File: src/pmc_pkg.sv
/*
  Package of the power mode controller: power states, instruction codes,
  field widths and reset values shared by the design.
  Assumes nothing of its surroundings; it holds definitions only.
*/
package pmc_pkg;

  // ----------------------------------------------------------------------
  // Widths and reset values
  // ----------------------------------------------------------------------
  localparam int unsigned PERIPH_N = 16;          // Peripheral modules governed.
  localparam int unsigned FREQ_W = 16;            // Width of the output reload.
  localparam logic [15:0] PERIPH_DIS_RST = 16'h0000; // All peripherals on.
  localparam logic [15:0] FREQ_RELOAD_RST = 16'h0000;
  localparam logic [15:0] FREQ_CNT_RST = 16'h0000;
  localparam logic [15:0] FREQ_ONE = 16'h0001;

  // ----------------------------------------------------------------------
  // Power state, Gray coded along normal -> idle -> sleep -> power-down
  // ----------------------------------------------------------------------
  typedef enum logic [1:0] {
    PMC_RUN   = 2'b00,
    PMC_IDLE  = 2'b01,
    PMC_SLEEP = 2'b11,
    PMC_PDOWN = 2'b10
  } pmc_state_t;

  // Dedicated power instruction issued by the CPU core.
  typedef enum logic [1:0] {
    PMC_INSTR_NONE  = 2'b00,
    PMC_INSTR_IDLE  = 2'b01,
    PMC_INSTR_SLEEP = 2'b11,
    PMC_INSTR_PDOWN = 2'b10
  } pmc_instr_t;

  // Clock gate bundle driven toward the clock tree.
  typedef struct packed {
    logic cpu_en;       // CPU core clock enable.
    logic periph_en;    // Common peripheral clock enable.
    logic rtc_en;       // Real-time clock enable.
    logic sys_div2;     // High selects the 2:1 prescaler.
  } pmc_clk_t;

  localparam pmc_clk_t CLK_RST = '{cpu_en: 1'b1, periph_en: 1'b1,
                                   rtc_en: 1'b1, sys_div2: 1'b0};

endpackage

File: src/pmc_power_mode_controller.sv
/*
  Power mode controller: power-saving state machine, clock gating,
  CPU clock prescaler, per-peripheral disable and programmable frequency
  output. Assumes the CPU core presents one-cycle instruction strobes and
  that all inputs are synchronous to clk_i.
*/
// What this block does
// - Power states entered only via dedicated instructions.
// - Idle stops CPU clock, peripherals keep running.
// - Sleep and power-down stop all clocks, RTC optional.
// - External interrupt ends sleep, clocks restart.
// - Inactive sections lose their clocks automatically.
// - Software may slow the CPU clock.
// - Frequency output rate programmable by software.
// - Each peripheral has its own disable bit.
// - RTC wake-up event ends a sleep phase.
// - System clock equals master clock or half.
`timescale 1ns/10ps
module pmc_power_mode_controller (
  // Clock and reset.
  input wire logic clk_i,
  input wire logic rst_n_i,
  // CPU instruction port.
  input wire logic instr_valid_i,
  input wire pmc_pkg::pmc_instr_t instr_i,
  // Wake-up sources and the NMI pin.
  input wire logic irq_pending_i,
  input wire logic ext_irq_i,
  input wire logic rtc_wake_i,
  input wire logic nmi_pin_i,
  // Software configuration and peripheral activity.
  input wire logic rtc_keep_i,
  input wire logic cpu_div2_i,
  input wire logic [15:0] periph_dis_i,
  input wire logic periph_dis_we_i,
  input wire logic [15:0] freq_reload_i,
  input wire logic freq_we_i,
  input wire logic freq_run_i,
  input wire logic [15:0] periph_busy_i,
  // Status and clock controls.
  output pmc_pkg::pmc_state_t state_o,
  output pmc_pkg::pmc_clk_t clk_ctrl_o,
  output logic [15:0] periph_clk_en_o,
  output logic [15:0] peripheral_disable_ctrl_o,
  output logic programmable_freq_out_o,
  output logic pdown_refused_o
);

  // ----------------------------------------------------------------------
  // State register and next-state decode
  // ----------------------------------------------------------------------
  pmc_pkg::pmc_state_t state_q;
  pmc_pkg::pmc_state_t state_d;
  wire instr_idle = instr_valid_i && (instr_i == pmc_pkg::PMC_INSTR_IDLE);
  wire instr_sleep = instr_valid_i && (instr_i == pmc_pkg::PMC_INSTR_SLEEP);
  wire instr_pdown = instr_valid_i && (instr_i == pmc_pkg::PMC_INSTR_PDOWN);
  // Power-down is taken only with NMI low; otherwise it is refused.
  wire pdown_ok = instr_pdown && !nmi_pin_i;
  wire pdown_bad = instr_pdown && nmi_pin_i;

  // Next state; only instruction strobes leave the run state.
  always_comb begin
    state_d = state_q;
    case (state_q)
      pmc_pkg::PMC_RUN: begin
        if (instr_idle) begin
          state_d = pmc_pkg::PMC_IDLE;
        end else if (instr_sleep) begin
          state_d = pmc_pkg::PMC_SLEEP;
        end else if (pdown_ok) begin
          state_d = pmc_pkg::PMC_PDOWN;
        end
      end
      pmc_pkg::PMC_IDLE: begin
        // Any enabled interrupt resumes execution.
        if (irq_pending_i || ext_irq_i || rtc_wake_i) begin
          state_d = pmc_pkg::PMC_RUN;
        end
      end
      pmc_pkg::PMC_SLEEP: begin
        // External interrupt, or RTC wake-up with rtc_keep_i high, restarts the clocks.
        if (ext_irq_i || (rtc_wake_i && rtc_keep_i)) begin
          state_d = pmc_pkg::PMC_RUN;
        end
      end
      default: begin
        // Power-down is left by reset alone.
        state_d = pmc_pkg::PMC_PDOWN;
      end
    endcase
  end

  // Reset always lands in the run state.
  always_ff @(posedge clk_i) begin
    if (!rst_n_i) begin
      state_q <= pmc_pkg::PMC_RUN;
    end else begin
      state_q <= state_d;
    end
  end

  // ----------------------------------------------------------------------
  // Clock gating decode
  // ----------------------------------------------------------------------
  wire run_st = (state_q == pmc_pkg::PMC_RUN);
  wire idle_st = (state_q == pmc_pkg::PMC_IDLE);
  // Decoded from the next state so the gates follow the state register.
  wire nrun = (state_d == pmc_pkg::PMC_RUN);
  wire nidle = (state_d == pmc_pkg::PMC_IDLE);
  pmc_pkg::pmc_clk_t clk_d;
  assign clk_d.cpu_en = nrun;
  assign clk_d.periph_en = nrun || nidle;
  assign clk_d.rtc_en = nrun || nidle || rtc_keep_i;
  assign clk_d.sys_div2 = cpu_div2_i;

  // Peripheral disable register; set bit stops that module.
  logic [15:0] pdis_q;
  wire [15:0] pdis_d = periph_dis_we_i ? periph_dis_i : pdis_q;
  // Busy-qualified gating: idle modules are clocked off with no software help.
  wire [15:0] pclk_d = (clk_d.periph_en ? ~pdis_d : pmc_pkg::PERIPH_DIS_RST)
                       & periph_busy_i;

  logic [15:0] pclk_q;
  pmc_pkg::pmc_clk_t clk_q;
  logic refused_q;

  // Gate registers; outputs come straight from these flip-flops.
  always_ff @(posedge clk_i) begin
    if (!rst_n_i) begin
      pdis_q <= pmc_pkg::PERIPH_DIS_RST;
      pclk_q <= pmc_pkg::PERIPH_DIS_RST;
      clk_q <= pmc_pkg::CLK_RST;
      refused_q <= 1'b0;
    end else begin
      pdis_q <= pdis_d;
      pclk_q <= pclk_d;
      clk_q <= clk_d;
      refused_q <= pdown_bad && run_st;
    end
  end

  // ----------------------------------------------------------------------
  // Programmable frequency output
  // ----------------------------------------------------------------------
  // The pin toggles each time the counter runs out, so its period is
  // twice (reload + 1) clocks. A new reload takes effect at the next wrap,
  // which keeps the output free of runt pulses.
  logic [15:0] frel_q;
  logic [15:0] fcnt_q;
  logic freq_q;
  wire freq_go = freq_run_i && clk_d.periph_en;
  wire fwrap = (fcnt_q == pmc_pkg::FREQ_CNT_RST);
  wire [15:0] fcnt_d = !freq_go ? pmc_pkg::FREQ_CNT_RST :
                       fwrap ? frel_q : fcnt_q - pmc_pkg::FREQ_ONE;

  // Reload register and divider counter.
  always_ff @(posedge clk_i) begin
    if (!rst_n_i) begin
      frel_q <= pmc_pkg::FREQ_RELOAD_RST;
      fcnt_q <= pmc_pkg::FREQ_CNT_RST;
      freq_q <= 1'b0;
    end else begin
      frel_q <= freq_we_i ? freq_reload_i : frel_q;
      fcnt_q <= fcnt_d;
      freq_q <= freq_go ? (fwrap ? ~freq_q : freq_q) : 1'b0;
    end
  end

  assign state_o = state_q;
  assign clk_ctrl_o = clk_q;
  assign periph_clk_en_o = pclk_q;
  assign peripheral_disable_ctrl_o = pdis_q;
  assign programmable_freq_out_o = freq_q;
  assign pdown_refused_o = refused_q;
endmodule
File: config.mk
export PLATFORM = sky130hd
export DESIGN_NAME = pmc_power_mode_controller
export DESIGN_NICKNAME = d
export VERILOG_FILES = /design/src/pmc_pkg.sv /design/src/pmc_power_mode_controller.sv
export SDC_FILE = /design/constraint.sdc
export NUM_CORES = 1
export LEC_CHECK = 0
export BUFFER_PORTS_ARGS = -buffer_cell sky130_fd_sc_hd__buf_2
export CAP_MARGIN = 20
export CORE_AREA = 2 2 82 84
export DETAILED_ROUTE_END_ITERATION = 10
export DIE_AREA = 0 0 84 86
export PLACE_DENSITY = 0.76
export SLEW_MARGIN = 20
export SYNTH_ARGS = -nofsm -noshare
export SYNTH_HDL_FRONTEND = slang
export SYNTH_SLANG_ARGS = --single-unit
File: constraint.sdc
create_clock -name clk_i -period 2.6 [get_ports clk_i]
set_input_delay 0.26 -clock clk_i [delete_from_list [all_inputs] [get_ports clk_i]]
set_output_delay 0.26 -clock clk_i [all_outputs]
set_load 0.02 [all_outputs]
==> results by group <==
Synth
  – Most used DFF post-synth: dfxtp_1
  – Synth top cells by count: dfxtp_1, nor2_1, mux2i_1
  – Total number of yosys warnings: 0
  – Mean post-synth cell area: 10.30 µm²
  – Synth top area cells: dfxtp_1, mux2i_1, nor2_1
  – Post-Synth XOR/XNOR Area: 3.627%
  – EDFF count, synth: 0
  – Main combinational cell family by area after synthesis: simple AND/OR/NAND/NOR gates
  – Post-synthesis adder-cell area fraction: less than 1%
  – Multiplexer area fraction after synthesis: 12.06%
  – Gate Count Post-Synth: between 200 and 300
  – Compound-Gate Fraction of Synth Area: 6.500%
  – Area leader, netlist: dfxtp_1
  – Most frequent cell after synthesis: dfxtp_1
  – Fraction of registers with async set/reset: 0%
  – Synthesized cell area: 0.002656 mm²
  – Mapped Nets: 321
  – Synthesized flop and latch total: 72
  – Post-synthesis sequential area ratio: 54.26%
  – Share of the synthesized area in the top cell type: roughly 54%
  – Synth cell types: 33
  – Simple-Gate Fraction of Synth Area: between 10% and 20%

GRT
  – Grt total ovfl: 0
  – Largest net degree at the start of global routing: 34
  – First-pass GRT wire length: approximately 9400 µm
  – Total GRT Usage: 16.47%
  – Number of global-route vias before repair: approximately 2100
  – Initial antenna violation count: 0

Detailed routing
  – Routed wire length: ~6000 µm
  – Wire per inst: 13.34 µm
  – Vias: 2183
  – Pre-antenna DRT Iters: 5
  – ANT nets after route: 0
  – Initial DRC Count: 128
  – # DRC: 0
  – Vias/cell: a little under 5

Placed design
  – Pre-CTS WS: about 11 ps
  – GPL Wtd Cong: 0.8009
  – PortBufs: 101
  – Placed Cells: 430
  – Hpwl dp: ~4100 µm

Timing
  – Final hold vios: 0
  – Period utilization: 97.13%
  – Max Clock Freq: 396.0 MHz
  – Final min period: 2525 ps
  – Worst relative slew slack: 48.92%
  – Worst Setup Slack, final: around 75 ps
  – Clock Skew: 4.987 ps
  – Final slew viol count: 0
  – # setup viols final: 0
  – Slew @ Worst Pin: 764.3 ps
  – RSZ-0062 raised after global routing: yes

Cells and area
  – Nets: 429
  – Area of the multi-input gates: around 0.0011 mm²
  – Cell Count, Final, Fillers Out: 448
  – Register area: 0.001441 mm²
  – Antenna Cells: 0
  – P&R area growth vs syn: 30.05%
  – Final core utilization: 55.03%
  – Fill count: 545
  – Share of post-route cells with drive strength above 1: 36.93%

Power and ir drop
  – Leak: about 0.0017 µW
  – Peak supply drop: between 0.0007 and 0.0008 V
  – Power Total: 3976 µW
  – Pwr dens: 1151 mW/mm²

Setup path
  – Slowest stage cell, crit path: or4_4
  – CP Cell Sequence: inv_1 -> ha_1 -> or4b_4 -> or4b_4 -> or4_4 -> nor2_1 -> nor3_1
  – CP Buf/Inv Count: 1
  – Most common cell on crit path: or4b_4
  – Crit Path Class: reg2reg
  – Setup crit start kind: register
  – Crit-path max FO: 12
  – Worst path depth: 7
  – Reg2Reg Depth: 7
  – CP arrival: ~2700 ps
  – CP peak stage delay: around 630 ps
  – Required @ worst endpoint: 2790 ps
  – Crit end category: register
  – CP delay by family, top: simple AND/OR/NAND/NOR gates

Floorplanning
  – Num ports: 102
  – Core Rows: 29
  – Starting Density: 42.32%
  – Total die area: between 0.007 and 0.008 mm²
  – Die X: about 84 µm
  – Core area: ~0.0063 mm²
  – Die height: 86 µm

Outcome
  – Status: complete, no violations

Clocking
  – Total CTS buffers: 9
  – Clock transition at path regs: 80 ps
  – H-Tree Depth: 3
  – Clock sinks: 72
  – TritonCTS clock tree: built
  – Max clock buf depth: 2
  – Clk root buf: clkbuf_8
  – Clock Latency Late Sink: about 330 ps

Worst hold path
  – HP Class: in2reg
  – Hold depth: 2

Flow run
  – # Max-Cap Violations: 0
-- path summary, 6_finish.rpt --
path	from	to	slack [ps]
worst max-delay path	fcnt_q[1]	fcnt_q[10]	70
worst min-delay path	cpu_div2_i	clk_ctrl_o[0]	130
worst max register to register	fcnt_q[1]	fcnt_q[10]	70
worst min register to register	frel_q[13]	fcnt_q[13]	490
-- registers in the layout (all words and copies together) (netlist names) --
register,flops
fcnt_q,16
frel_q,16
programmable_freq_out_o,1
state_o,2
clk_ctrl_o,4
pdown_refused_o,1
periph_clk_en_o,16
peripheral_disable_ctrl_o,16
-- repair_timing --
item | CTS | global route
hold buffers | 0 | 0
buffers inserted | 0 | 0
setup endpoints to repair | 3 | 13
pin swaps | 1 | 2
cloned | 0 | 2
gates resized for setup | 0 | 3
-- cells by family after synthesis --
kind of cell,Yosys count
AOI/OAI and AO/OA,19
xor gates and xnor gates,11
adders and majority gates,1
buffers and inverters,17
DFF,72
muxes,32
and+or+nand+nor,106
-- where the power goes --
group,switching [µW],total [µW],internal (µW)
Clock,401,869,468
Sequential,125,1380,1260
Combinational,955,1720,767
Total,1480,3980,2490
-- per-layer routing --
| layer | up-vias | track usage (%) | wire length [µm] |
|---|---|---|---|
| li1 | 1099 | - | - |
| met1 | 998 | 18.95 | 2567 |
| met2 | 80 | 27.42 | 2906 |
| met3 | 6 | 6.160 | 434 |
| met4 | 0 | 7.478 | 67 |
| met5 | - | 0 | 0 |
-- layout by cell type (no fill, tap or decap), types with 5 or more instances in the layout --
master / count
buf_4: 6
mux2i_1: 32
nand2_1: 5
clkbuf_8: 10
buf_2: 101
and3_1: 17
dfxtp_1: 72
nor3_1: 9
nor2_1: 55
a211oi_2: 8
xnor2_1: 7
-- cell type report --
| cell class | instances | share of cell area (%) |
|---|---|---|
| Timing Repair Buffer | 107 | 15.94 |
| Clock buffer | 11 | 4.093 |
| Multi-Input combinational cell | 171 | 33.28 |
| Tap cell | 77 | 2.789 |
| Clock inverter | 5 | 1.630 |
| Sequential cell | 72 | 41.72 |
| Inverter | 5 | 0.5433 |
-- worst reg2reg max path, cell delays in order, from the launching register on --
cell and delay, ps:
dfxtp_1 330, inv_1 60, ha_1 150, or4b_4 500, or4b_4 530, or4_4 630
nor2_1 130, nor3_1 50
-- stage by stage --
stage	hold WS [ps]	instance area [µm²]	TNS (ps)
2_1_floorplan	361.5	2656	0
3_3_place_gp	475.6	3232	0
3_5_place_dp	478.9	3232	0
4_1_cts	116.8	3430	0
5_1_grt	119.4	3455	-63.52
6_report	133.7	3455	0
Note: power is estimated with default switching activity, not from simulation.
